<file path="src/mcl_pkg.sv">
// constants, types and state record of the master clock and low-power controller
// ****************************************************************************
// How it works
// - main system clock is divided main pll output or crystal clock, by pll select
// - missing-clock detector on fast internal clock substitutes it for main clock
// - clock failure raises a flag toward nmi logic and control subsystem
// - master owns main pll writes; slave requests ownership, master requests back
// - exactly one of run, sleep, deep sleep; plls and clocks run in run and sleep
// - master clock is system clock divided by master divider, fast clock divided by master divider on failure
// - pll bypassed: system clock is oscillator divided by system divider
// - analog clock is system clock divided by analog divider, undivided fast on failure
// - deep sleep clock: slow, fast or osc, deep divider, then master divider
// - internal deep-sleep source chosen: oscillator powered off during deep sleep
// - run: usb from usb pll, can selectable, first watchdog from oscillator
// - gating applies only to peripherals marked present
// - wait-for-interrupt stops cpu clock, enters deep sleep or sleep by select bit
// - any enabled interrupt ends sleep or deep sleep, back to run
// - sleep: cpu and memory unclocked; gating from run or sleep set by auto-gating
// - sleep peripherals get same clock rate as in run
// - sleep-on-exit set: run only waking handler then return to same low-power mode
// - deep sleep: cpu, memory, plls, analog, control and shared clocks off
// - deep sleep gating from run or deep set by auto-gating
// - six-bit usb multiplier code multiplies by its binary value, 32 to 63 included
// - usb multiplier code zero bypasses pll, input clock straight to usb clock
// ****************************************************************************
package mcl_pkg;

  localparam int DIV_W = 6;
  localparam int N_PERIPH = 8;
  localparam int MISS_W = 8;
  localparam logic [MISS_W-1:0] MISS_FAST_TICKS = 8'h08;
  localparam logic [DIV_W-1:0] USB_PLL_DIV = 6'h04;
  localparam logic [DIV_W-1:0] DIV_ONE = 6'h01;
  localparam int USB_MULT_W = 6;
  localparam logic [USB_MULT_W-1:0] USB_MULT_BYPASS = 6'h00;

  typedef enum logic [1:0] {
    MCL_RUN = 2'b00,
    MCL_SLEEP = 2'b01,
    MCL_DEEP = 2'b10
  } mcl_mode_t;

  typedef enum logic [1:0] {
    MCL_DS_SLOW = 2'b00,
    MCL_DS_FAST = 2'b01,
    MCL_DS_OSC = 2'b10
  } mcl_ds_src_t;

  typedef enum logic [1:0] {
    MCL_CAN_MASTER = 2'b00,
    MCL_CAN_OSC = 2'b01,
    MCL_CAN_AUX = 2'b10
  } mcl_can_src_t;

  // source clocks, each one ref_clk cycle high per source edge
  typedef struct packed {
    logic main_pll;
    logic oscillator;
    logic fast_osc;
    logic slow_osc;
    logic aux_in;
    logic usb_pll;
    logic usb_ref;
  } mcl_ticks_t;

  // derived clock enables, one ref_clk cycle high per derived edge
  typedef struct packed {
    logic main_system;
    logic master_subsystem;
    logic analog_subsystem;
    logic master_cpu;
    logic slave_and_shared;
    logic can;
    logic first_watchdog;
    logic usb;
  } mcl_clocks_t;

  typedef struct packed {
    logic [DIV_W-1:0] cnt;
    logic pulse;
  } mcl_div_t;

  typedef struct packed {
    mcl_mode_t mode;
    mcl_mode_t return_mode;
    logic isr_temp;
    logic owner_slave;
    logic fail;
    logic [MISS_W-1:0] miss_cnt;
    logic sys_sel_pll;
    logic [1:0] ds_sel;
    logic [1:0] can_sel;
    logic [DIV_W-1:0] sys_cnt;
    logic [DIV_W-1:0] mst_cnt;
    logic [DIV_W-1:0] ana_cnt;
    logic [DIV_W-1:0] ds_cnt;
    logic [DIV_W-1:0] usb_cnt;
    mcl_clocks_t clk;
    logic [N_PERIPH-1:0] periph;
    logic main_pll_on;
    logic usb_pll_on;
    logic osc_on;
    logic usb_bypass;
    logic [USB_MULT_W-1:0] usb_mult;
    logic pll_wr_accept;
  } mcl_state_t;

endpackage : mcl_pkg

</file>
<file path="src/mcl_clock_lowpower.sv">
// master subsystem clock selection, dividers, gating and low-power sequencing
`timescale 1ns/1ps
module mcl_clock_lowpower
(
  input wire logic ref_clk,
  input wire logic srst,
  input wire mcl_pkg::mcl_ticks_t ticks,
  input wire logic main_pll_output_select,
  input wire logic [mcl_pkg::DIV_W-1:0] system_clock_divider_select,
  input wire logic [mcl_pkg::DIV_W-1:0] master_clock_divider_select,
  input wire logic [mcl_pkg::DIV_W-1:0] analog_clock_divider_control,
  input wire logic [1:0] deep_sleep_source_select,
  input wire logic [mcl_pkg::DIV_W-1:0] deep_sleep_divider,
  input wire logic [1:0] can_source_select,
  input wire logic [mcl_pkg::USB_MULT_W-1:0] usb_pll_integer_multiplier,
  input wire logic [mcl_pkg::N_PERIPH-1:0] run_peripheral_gating,
  input wire logic [mcl_pkg::N_PERIPH-1:0] sleep_peripheral_gating,
  input wire logic [mcl_pkg::N_PERIPH-1:0] deep_sleep_peripheral_gating,
  input wire logic [mcl_pkg::N_PERIPH-1:0] device_configuration_presence,
  input wire logic auto_gating_select,
  input wire logic deep_sleep_select_bit,
  input wire logic sleep_on_exit_bit,
  input wire logic wait_for_interrupt,
  input wire logic wake_interrupt,
  input wire logic isr_return,
  input wire logic slave_write_ownership_request,
  input wire logic master_write_ownership_request,
  input wire logic master_pll_write,
  input wire logic slave_pll_write,
  output mcl_pkg::mcl_clocks_t clocks,
  output logic [mcl_pkg::N_PERIPH-1:0] peripheral_clock_enable,
  output mcl_pkg::mcl_mode_t power_mode,
  output logic clock_failure_signal,
  output logic slave_owns_pll_registers,
  output logic pll_write_accept,
  output logic main_pll_power_on,
  output logic usb_pll_power_on,
  output logic oscillator_power_on,
  output logic usb_pll_bypass,
  output logic [mcl_pkg::USB_MULT_W-1:0] usb_pll_multiplier_value
);
  import mcl_pkg::*;

  // ****************************************************************************
  // divider step
  // ****************************************************************************
  // divisor of zero or one passes every source edge through
  function automatic mcl_div_t div_step(
    input logic [DIV_W-1:0] cnt,
    input logic tick,
    input logic [DIV_W-1:0] divisor
  );
    mcl_div_t r;
    r.cnt = cnt;
    r.pulse = 1'b0;
    if (tick)
    begin
      if (divisor <= DIV_ONE || cnt >= divisor - DIV_ONE)
      begin
        r.cnt = '0;
        r.pulse = 1'b1;
      end
      else
      begin
        r.cnt = cnt + DIV_ONE;
      end
    end
    return r;
  endfunction : div_step

  // ****************************************************************************
  // can source pick
  // ****************************************************************************
  // select code 3 picks nothing, so the can clock simply stops
  function automatic logic can_pick(
    input logic [1:0] sel,
    input logic master,
    input logic osc,
    input logic aux
  );
    logic r;
    r = 1'b0;
    case (sel)
      MCL_CAN_MASTER: r = master;
      MCL_CAN_OSC: r = osc;
      MCL_CAN_AUX: r = aux;
      default: r = 1'b0;
    endcase
    return r;
  endfunction : can_pick

  // ****************************************************************************
  // peripheral gating
  // ****************************************************************************
  mcl_state_t s_r;
  mcl_state_t s_nxt;
  logic [N_PERIPH-1:0] gate_sel;

  // presence wins over every gating bit, so an absent block never sees an edge
  genvar gi;
  generate
    for (gi = 0; gi < N_PERIPH; gi++)
    begin : g_gate
      always_comb
      begin
        if (!device_configuration_presence[gi])
        begin
          gate_sel[gi] = 1'b0;
        end
        else if (s_r.mode == MCL_RUN || !auto_gating_select)
        begin
          gate_sel[gi] = run_peripheral_gating[gi];
        end
        else if (s_r.mode == MCL_SLEEP)
        begin
          gate_sel[gi] = sleep_peripheral_gating[gi];
        end
        else
        begin
          gate_sel[gi] = deep_sleep_peripheral_gating[gi];
        end
      end
    end
  endgenerate

  // ****************************************************************************
  // next state
  // ****************************************************************************
  mcl_div_t sys_d;
  mcl_div_t mst_d;
  mcl_div_t ana_d;
  mcl_div_t ds_d;
  mcl_div_t usb_d;
  logic sys_src_tick;
  logic sys_tick;
  logic ds_src_tick;
  logic mst_src_tick;
  logic deep;

  always_comb
  begin
    s_nxt = s_r;
    deep = (s_r.mode == MCL_DEEP);

    // ****************************************
    // missing-clock watch
    // ****************************************
    // fast ticks counted since the last oscillator edge
    // paused while the oscillator is deliberately off, so deep sleep is no false alarm
    if (ticks.oscillator)
    begin
      s_nxt.miss_cnt = '0;
    end
    else if (ticks.fast_osc && s_r.osc_on && !s_r.fail)
    begin
      s_nxt.miss_cnt = s_r.miss_cnt + 8'h01;
      if (s_nxt.miss_cnt >= MISS_FAST_TICKS)
      begin
        s_nxt.fail = 1'b1;
      end
    end

    // ****************************************
    // system clock
    // ****************************************
    // source picked by latched select, divided by system divider
    sys_src_tick = s_r.sys_sel_pll ? ticks.main_pll : ticks.oscillator;
    sys_d = div_step(s_r.sys_cnt, sys_src_tick, system_clock_divider_select);
    s_nxt.sys_cnt = sys_d.cnt;
    // select moves only while the divider sits at its boundary
    if (s_r.sys_cnt == '0 && !sys_src_tick)
    begin
      s_nxt.sys_sel_pll = main_pll_output_select;
    end
    // on failure the fast clock takes over whole, restarting the divider
    if (s_r.fail)
    begin
      sys_tick = ticks.fast_osc;
      s_nxt.sys_cnt = '0;
    end
    else
    begin
      sys_tick = sys_d.pulse;
    end

    // ****************************************
    // deep-sleep path
    // ****************************************
    case (s_r.ds_sel)
      MCL_DS_SLOW: ds_src_tick = ticks.slow_osc;
      MCL_DS_FAST: ds_src_tick = ticks.fast_osc;
      MCL_DS_OSC: ds_src_tick = ticks.oscillator;
      default: ds_src_tick = 1'b0;
    endcase
    // source latched on a deep divider boundary, never in a cycle that carries an edge from the current source
    if (s_r.ds_cnt == '0 && !ds_src_tick)
    begin
      s_nxt.ds_sel = deep_sleep_source_select;
    end
    ds_d = div_step(s_r.ds_cnt, ds_src_tick && deep, deep_sleep_divider);
    s_nxt.ds_cnt = ds_d.cnt;

    // ****************************************
    // master and analog dividers
    // ****************************************
    // master divider shared by run/sleep and deep sleep paths
    mst_src_tick = deep ? ds_d.pulse : sys_tick;
    mst_d = div_step(s_r.mst_cnt, mst_src_tick, master_clock_divider_select);
    s_nxt.mst_cnt = mst_d.cnt;

    ana_d = div_step(s_r.ana_cnt, sys_tick && !deep, analog_clock_divider_control);
    s_nxt.ana_cnt = ana_d.cnt;

    // ****************************************
    // usb clock
    // ****************************************
    // pll output divided by four, or the reference when bypassed
    usb_d = div_step(s_r.usb_cnt, ticks.usb_pll && !deep, USB_PLL_DIV);
    s_nxt.usb_cnt = usb_d.cnt;
    s_nxt.usb_mult = usb_pll_integer_multiplier;
    s_nxt.usb_bypass = (usb_pll_integer_multiplier == USB_MULT_BYPASS);

    // ****************************************
    // mode sequencing
    // ****************************************
    case (s_r.mode)
      MCL_RUN:
      begin
        if (s_r.isr_temp && isr_return)
        begin
          s_nxt.mode = s_r.return_mode;
          s_nxt.isr_temp = 1'b0;
        end
        else if (wait_for_interrupt)
        begin
          s_nxt.mode = deep_sleep_select_bit ? MCL_DEEP : MCL_SLEEP;
          s_nxt.isr_temp = 1'b0;
        end
      end
      MCL_SLEEP, MCL_DEEP:
      begin
        if (wake_interrupt)
        begin
          s_nxt.mode = MCL_RUN;
          s_nxt.return_mode = s_r.mode;
          s_nxt.isr_temp = sleep_on_exit_bit;
        end
      end
      default:
      begin
        s_nxt.mode = MCL_RUN;
      end
    endcase

    // a master source swap at a deep-sleep boundary restarts both counts, so the first period is whole
    if ((s_nxt.mode == MCL_DEEP) != deep)
    begin
      s_nxt.mst_cnt = '0;
      s_nxt.ds_cnt = '0;
    end

    // ****************************************
    // power controls
    // ****************************************
    // follow the mode being entered
    s_nxt.main_pll_on = (s_nxt.mode != MCL_DEEP);
    s_nxt.usb_pll_on = (s_nxt.mode != MCL_DEEP);
    s_nxt.osc_on = !(s_nxt.mode == MCL_DEEP && deep_sleep_source_select != MCL_DS_OSC);

    // ****************************************
    // write ownership of the main pll registers
    // ****************************************
    if (slave_write_ownership_request)
    begin
      s_nxt.owner_slave = 1'b1;
    end
    else if (master_write_ownership_request)
    begin
      s_nxt.owner_slave = 1'b0;
    end
    s_nxt.pll_wr_accept = s_r.owner_slave ? slave_pll_write : master_pll_write;

    // ****************************************
    // derived clock enables
    // ****************************************
    s_nxt.clk.main_system = sys_tick && !deep;
    s_nxt.clk.slave_and_shared = sys_tick && !deep;
    s_nxt.clk.master_subsystem = mst_d.pulse;
    s_nxt.clk.master_cpu = mst_d.pulse && (s_r.mode == MCL_RUN);
    s_nxt.clk.analog_subsystem = s_r.fail ? (ticks.fast_osc && !deep) : ana_d.pulse;
    s_nxt.clk.usb = (s_r.usb_bypass ? ticks.usb_ref : usb_d.pulse) && !deep;
    s_nxt.clk.first_watchdog = ticks.oscillator;
    // the can pick moves only in a cycle with no edge from the old or the new source
    if (!can_pick(s_r.can_sel, mst_d.pulse, ticks.oscillator, ticks.aux_in)
      && !can_pick(can_source_select, mst_d.pulse, ticks.oscillator, ticks.aux_in))
    begin
      s_nxt.can_sel = can_source_select;
    end
    s_nxt.clk.can = can_pick(s_r.can_sel, mst_d.pulse, ticks.oscillator, ticks.aux_in);
    // sleep keeps the run rate since the master divider path is unchanged
    s_nxt.periph = gate_sel & {N_PERIPH{mst_d.pulse}};
  end

  // ****************************************************************************
  // state register
  // ****************************************************************************
  always_ff @(posedge ref_clk)
  begin
    if (srst)
    begin
      // fields not named start at zero: master owns, no failure, counters clear
      s_r <= '0;
      s_r.mode <= MCL_RUN;
      s_r.return_mode <= MCL_RUN;
      s_r.sys_sel_pll <= 1'b0;
      s_r.can_sel <= MCL_CAN_MASTER;
      s_r.main_pll_on <= 1'b1;
      s_r.usb_pll_on <= 1'b1;
      s_r.osc_on <= 1'b1;
      s_r.usb_bypass <= 1'b1;
    end
    else
    begin
      s_r <= s_nxt;
    end
  end

  // ****************************************************************************
  // outputs
  // ****************************************************************************
  // plain flop copies, so no output has a combinational path from an input
  assign clocks = s_r.clk;
  assign peripheral_clock_enable = s_r.periph;
  assign power_mode = s_r.mode;
  assign clock_failure_signal = s_r.fail;
  assign slave_owns_pll_registers = s_r.owner_slave;
  assign pll_write_accept = s_r.pll_wr_accept;
  assign main_pll_power_on = s_r.main_pll_on;
  assign usb_pll_power_on = s_r.usb_pll_on;
  assign oscillator_power_on = s_r.osc_on;
  assign usb_pll_bypass = s_r.usb_bypass;
  assign usb_pll_multiplier_value = s_r.usb_mult;

endmodule : mcl_clock_lowpower

</file>
<file path="config.mk">
export PLATFORM = sky130hd
export DESIGN_NAME = mcl_clock_lowpower
export DESIGN_NICKNAME = d
export VERILOG_FILES = /design/src/mcl_pkg.sv /design/src/mcl_clock_lowpower.sv
export SDC_FILE = /design/constraint.sdc
export NUM_CORES = 1
export LEC_CHECK = 0
export BUFFER_PORTS_ARGS = -buffer_cell sky130_fd_sc_hd__buf_2
export CAP_MARGIN = 20
export CORE_MARGIN = 3
export CORE_UTILIZATION = 32
export CTS_BUF_LIST = sky130_fd_sc_hd__clkbuf_4
export CTS_CLUSTER_SIZE = 28
export DETAILED_ROUTE_END_ITERATION = 7
export PLACE_DENSITY_LB_ADDON = 0.1
export SYNTH_ARGS = -nofsm -noshare
export SYNTH_HDL_FRONTEND = slang
export SYNTH_SLANG_ARGS = --single-unit
export TNS_END_PERCENT = 20
</file>
<file path="constraint.sdc">
create_clock -name ref_clk -period 2.5 [get_ports ref_clk]
set_input_delay 0 -clock ref_clk [delete_from_list [all_inputs] [get_ports ref_clk]]
set_output_delay 0 -clock ref_clk [all_outputs]
set_load 0.03 [all_outputs]
</file>
# Word-level counts from Yosys, hierarchy flattened
# Cells that the tools add are included.
# classes
add_sub_neg	10
magnitude_cmp	10
n_reduce_logical	42
bitwise_logic	2
muxes	58
eq_ne	14
# op_table
op	count
$mux W1	44
$add A6 B1 Y6 const B	5
$mux W6	5
$ge A6 B6 Y1	4
$le A6 B1 Y1 const B	4
$sub A6 B1 Y6 const B	4
$logic_not A6 Y1	3
$logic_and A1 B1 Y1	13
$eq A2 B2 Y1 const B	5
$pmux W1 S3	3
$add A8 B1 Y8 const B	1
$and A8 B8 Y8	1
$eq A2 B1 Y1 const B	4
$ge A8 B4 Y1 const B	1
$logic_not A1 Y1	8
$logic_not A2 Y1	4
$reduce_or A2 Y1	4
$ge A6 B2 Y1 const B	1
$mux W2	3
$ne A2 B2 Y1 const B	3
$reduce_and A3 Y1	2
$logic_or A1 B1 Y1	5
$mux W5	1
$pmux W2 S2	1
6 further kinds	7
# totals
wordCells	163
inputBits	86
register_bits	75

# Longest topological paths before layout
# depth
word_depth	11
mapped_depth	12

# Worst setup path before layout
# OpenSTA, ideal clock, no wires.
# synth_path
kind	register -> register
from	register s_r (netlist bit power_mode[0])
to	register s_r[46] in the netlist's numbering
stages_incl_launch_ff	10
n_path_buf	1
period_less_slack_ps	2303
setup_ps	132
t_arrival_ps	2171
slack_ps	197
t_required_ps	2368
path_cell_list	dfxtp_1 > inv_1 > ha_1 > and3b_1 > a31oi_1 > o31ai_1 > or4_1 > nand3_1 > clkbuf_1 > nor3_1
# synth_between
elab_chain_cells	6
elab_cells_between_ends	14
cone_classes	eq/ne: 4; mux: 6; reduce/logical: 4
# synth_rtl
item	line	source
start: declaration	mcl_clock_lowpower.sv:95	mcl_state_t s_r;
start signal: assignment	mcl_clock_lowpower.sv:324	s_r <= s_nxt;
$eq A2 B2 Y1, or another cell as far along	mcl_clock_lowpower.sv:143, mcl_clock_lowpower.sv:226	
$reduce_or A2 Y1 or $mux W2 (tied branches)	mcl_clock_lowpower.sv:226, mcl_clock_lowpower.sv:229	
$pmux W2 S2	mcl_clock_lowpower.sv:226	case (s_r.mode)
$eq A2 B2 Y1	mcl_clock_lowpower.sv:256	if ((s_nxt.mode == MCL_DEEP) != deep)
$ne A1 B1 Y1	mcl_clock_lowpower.sv:256	
$reduce_or A2 Y1 (no source line)	-	
# Parallel ways exist; a longest one is shown, timed or not. The select of a mux whose other input is x is not followed.
# A chain may end at the register's enable or synchronous reset.

# Final worst setup path
# layout_path
from	register s_r (netlist bit power_mode[0])
to	register s_r[49] in the netlist's numbering
# Same word-level chain as after synthesis.

==> results <==
- The timing startpoint of the critical path is power_mode[0].
- The number of antenna cells inserted is 0.
- The internal reg-to-reg setup slack is 0.13 ns.
- The layout cell share with drive strength beyond 1 is 24.6%.
- The first TritonRoute pass finished after 4 iterations.
- Per report_power, the combinational group accounts for 22.0% of the total.
- The number of rows created at floorplan is 42.
- After detailed routing, the average wire length per cell comes to between 10 and 15 µm.
- The number of register bits inferred by synthesis is between 70 and 80.
- In this run the deepest clock path goes through 2 buffers.
- In this run the mean area of a mapped cell was 8.57 µm².
- The H-tree was split into 3 levels.
- The initial antenna violation count is 0.
- The die covers 15400 µm².
- The clock network fraction of design power is 29.4%.
- The min-delay analysis places its worst path in the category in -> reg.
- The minimum period implied by the final worst setup slack is around 2.4 ns.
- Final hold analysis gives a worst-case slack of roughly 0.07 ns.
- TritonCTS built the clock tree.
- The number of buffers created by CTS is 9.
- The total global-route track usage is about 15%.
- The layout has between 1000 and 1500 filler cells.
- The number of clock sinks seen by CTS is 75.
- The biggest fanout along the worst timing path is 13.
- Input and output buffers added on the ports amount to about 120.
- The core region area is 13500 µm².
- The clock latency of the later-clocked register in the worst-skew pair is about 0.45 ns.
- The total routed wirelength is between 10000 and 15000 µm.
- Using the TritonRoute via totals, the vias-per-cell ratio works out to 4.75.
- The floorplan step set the die height to 124 µm.
- The count of flip-flops with a built-in enable after synthesis is 0.
- The final route contains 4130 vias.
- The worst-case setup slack after placement is -0.185 ns.
- For this design, the slowest cell found on the critical path is sky130_fd_sc_hd__or4_1.
- Among all flip-flop cells after synthesis, the most frequent one is sky130_fd_sc_hd__dfxtp_1.
- After synthesis, the cell types taking the most area are sky130_fd_sc_hd__dfxtp_1 (34%), sky130_fd_sc_hd__ha_1 (13%), sky130_fd_sc_hd__mux2i_1 (4.3%), sky130_fd_sc_hd__buf_4 (4.2%), sky130_fd_sc_hd__nor2_1 (4.1%).
- The share of total power dissipated in sequential elements is around 49%.
- For this block, the initial DRC count from the detailed router was between 100 and 150.
- The post-synthesis sequential area ratio is ~34%.
- Of the total power, the share spent switching nets is 29.8%.
- Global routing finished with a remaining overflow of 0.
- The total of warnings raised by yosys is 0.
- Setup repair after global routing left no endpoint under its margin.
- The number of nets at the end of the flow is 820.
- The number of ports placed on the die boundary is 117.
- The final critical path takes up 94.7% of the cycle.
- The dominant cell type by area after synthesis is sky130_fd_sc_hd__dfxtp_1.
- The startpoint of the worst hold path is wait_for_interrupt.
- The worst pin sits at a relative slew slack of 68.2%.
- The initial core utilization is around a third.
- The slew of the pin with the lowest slew margin is around 0.48 ns.
- Entering global routing, the biggest net connects 20 pins.
- The post-layout total power is between 2 and 3 mW.
- Cells fill 43.9% of the core in the end.
- For this design the static power due to leakage is 2.69 nW.
- The via count of the first global-routing pass came to about 4100.
- The number of hold violations in the final report is 0.
- Synthesis produced a netlist with a net count of 651.
- The number of buffers and inverters on the critical path is 2.
- The worst hold path passes through 4 cells.
- The buffer cell driving the clock tree root is sky130_fd_sc_hd__clkbuf_4.
- The worst reg2reg path endpoint is s_r[49].
- The data required time at the worst endpoint is roughly 2.9 ns.
- Summed over all nets, the half-perimeter wirelength after detailed placement is 8380 µm.
- Derived from the worst setup path, the maximum achievable clock frequency is roughly 420 MHz.
- The final RePlAce weighted congestion is 0.757.
- Setup violations remaining at the end of the flow were counted as 0.
- Synthesis handed over a netlist of 520 instances.
- The run finished with clean final reports.
- Measured in cells, the most critical reg-to-reg path has a length of 8.
- The signal on the critical path passes through inv_1, ha_1, or3_1, o31ai_4, a211oi_2, buf_4, or4_1, a211oi_1.
- The number of nets with antenna violations after routing is 0.
- The layout-stage area growth over the synthesis result is 32.5%.
- The total net switching power is about 770 µW.
- The number of distinct library cells after synthesis is 53.
- The clock slew seen by the registers of the worst setup and hold paths is roughly 0.13 ns.
- STA classifies the critical path startpoint as a flip-flop.
- The clock arrives with 0.0198 ns of skew.
- The remaining design rule violation count is 0.
- The post-synthesis instance area is 4460 µm².
- The floorplan die width is 124 µm.
- The final-report max-slew violation count was 0.
- The internal power is roughly 1.8 mW.
- The critical path capture point type is a flip-flop.
- The startpoint of the worst-slack reg-to-reg timing path is power_mode[0].
- On the worst path, the slowest cell contributes a delay of 0.47 ns.
- Setup slack closes at 0.132 ns.
- The worst setup path is of the reg -> reg kind.
- The destination of the worst hold path is power_mode[1].
- In this design, the largest share of critical-path delay is due to simple AND/OR/NAND/NOR gates.
- After synthesis, the share of flip-flops with an asynchronous set or reset is 0%.
- The worst path arrival time is 2.75 ns.
- For this design the ratio of total power to cell area is 437 nW/µm².
- The first-pass GRT wire length is 18500 µm.
- VDD sags by at most 0.327 mV.
- The area share of the leading cell type in the synthesized netlist is 33.7%.
- Max-cap violations in this run came to 0.
-- logic make-up (layout without fill, tap and decap cells) --
logic type / count (synthesis) / after routing / synth area share (%)
fa+ha+maj: 45 / 45 / 12.6
flops: 75 / 75 / 33.7
compound gates: 86 / 86 / 12.5
xor+xnor: 31 / 31 / 6.09
buf+inv: 66 / 240 / 7.83
mux: 20 / 20 / 4.52
simple gates: 197 / 197 / 22.7
-- worst reg2reg max path, stage by stage (launching register included) --
cell and delay (ns):
sky130_fd_sc_hd__dfxtp_1 0.36, sky130_fd_sc_hd__inv_1 0.07, sky130_fd_sc_hd__ha_1 0.22, sky130_fd_sc_hd__or3_1 0.44
sky130_fd_sc_hd__o31ai_4 0.26, sky130_fd_sc_hd__a211oi_2 0.07, sky130_fd_sc_hd__buf_4 0.18, sky130_fd_sc_hd__or4_1 0.47
sky130_fd_sc_hd__a211oi_1 0.22
-- area by class of cell --
cell class              count  area [µm²]  share of cell area, %
repair buffers            195        1300                   22.1
multi-input cells         379        2640                   44.6
clock inverters             7        68.8                   1.17
flip-flops and latches     75        1500                   25.4
well taps                 176         220                   3.73
inverters                  29         109                   1.84
clock buffers               9        67.6                   1.14
-- synthesized netlist by cell type, types with 16 or more instances --
master,instances
sky130_fd_sc_hd__ha_1,45
sky130_fd_sc_hd__nor2_1,49
sky130_fd_sc_hd__buf_4,25
sky130_fd_sc_hd__nand2_1,36
sky130_fd_sc_hd__dfxtp_1,75
sky130_fd_sc_hd__xnor2_1,16
sky130_fd_sc_hd__nor3_1,20
sky130_fd_sc_hd__a21oi_1,27
sky130_fd_sc_hd__and3_1,16
sky130_fd_sc_hd__o21ai_0,19
sky130_fd_sc_hd__mux2i_1,19
sky130_fd_sc_hd__inv_1,29
-- sequential cells by signal, summed over array words and instances, names as in the netlist --
| name | count |
|---|---|
| slave_owns_pll_registers | 1 |
| clocks | 7 |
| peripheral_clock_enable | 8 |
| power_mode | 2 |
| pll_write_accept | 1 |
| usb_pll_power_on | 1 |
| s_r | 46 |
| usb_pll_bypass | 1 |
| clock_failure_signal | 1 |
| usb_pll_multiplier_value | 6 |
| oscillator_power_on | 1 |
-- power by group through the flow --
stage               clock network (mW)  logic (mW)  registers, mW
floorplan                            0       0.299           1.29
global placement                     0       0.476           1.28
detailed placement                   0       0.485           1.28
CTS                              0.811       0.561           1.26
global route                     0.860       0.638           1.26
finish                           0.760       0.567           1.26
-- routing by layer --
metal | global-route usage, % | up-vias | routed length, µm
met3 | 3.81 | 17 | 380
met5 | 0 | - | 0
met4 | 5.13 | 0 | 192
li1 | - | 2142 | -
met1 | 18.1 | 1906 | 5030
met2 | 26.6 | 65 | 5520
-- cells in the final DEF, fill, tap and decap left out, types with 4 or more instances in the layout --
cell	count
sky130_fd_sc_hd__a211oi_1	4
sky130_fd_sc_hd__a21oi_1	27
sky130_fd_sc_hd__a31oi_1	5
sky130_fd_sc_hd__and3_1	16
sky130_fd_sc_hd__buf_2	116
sky130_fd_sc_hd__buf_4	27
sky130_fd_sc_hd__clkbuf_4	9
sky130_fd_sc_hd__dfxtp_1	75
sky130_fd_sc_hd__dlygate4sd3_1	52
sky130_fd_sc_hd__ha_1	44
sky130_fd_sc_hd__inv_1	29
sky130_fd_sc_hd__mux2i_1	19
sky130_fd_sc_hd__nand2_1	36
sky130_fd_sc_hd__nand2b_1	5
sky130_fd_sc_hd__nand3_1	15
sky130_fd_sc_hd__nand4_1	6
sky130_fd_sc_hd__nor2_1	49
sky130_fd_sc_hd__nor2b_1	11
sky130_fd_sc_hd__nor3_1	20
sky130_fd_sc_hd__o21ai_0	19
sky130_fd_sc_hd__o31ai_1	6
sky130_fd_sc_hd__or3_1	11
sky130_fd_sc_hd__or3b_1	5
sky130_fd_sc_hd__or4_1	7
sky130_fd_sc_hd__xnor2_1	16
sky130_fd_sc_hd__xor2_1	15
-- metrics by stage --
step	std cells	cell area [µm²]	TNS, ns
CTS	870	5880	0
finish	870	5910	0
global placement	802	5220	-0.184
detailed placement	802	5220	-0.643
floorplan	520	4460	0
global route	870	5910	0
-- how the worst max path moves through the flow --
stage / endpoint / slack [ns] / depth (start not counted)
after CTS: s_r[49] / 0.07 / 8
after global placement: s_r[49] / -0.12 / 11
after detailed placement: s_r[49] / -0.19 / 11
after floorplan: s_r[46] / 0.20 / 9
after global routing: s_r[49] / 0.03 / 8
final: s_r[49] / 0.13 / 8
-- repair_timing --
action                                  4_1_cts  5_1_grt
hold buffers                                 52        0
endpoints found under the hold margin        36        0
setup buffers                                 0        0
resized for setup                             0        6
endpoints found under the setup margin        0       15
Power figures use the tool's default switching activity.
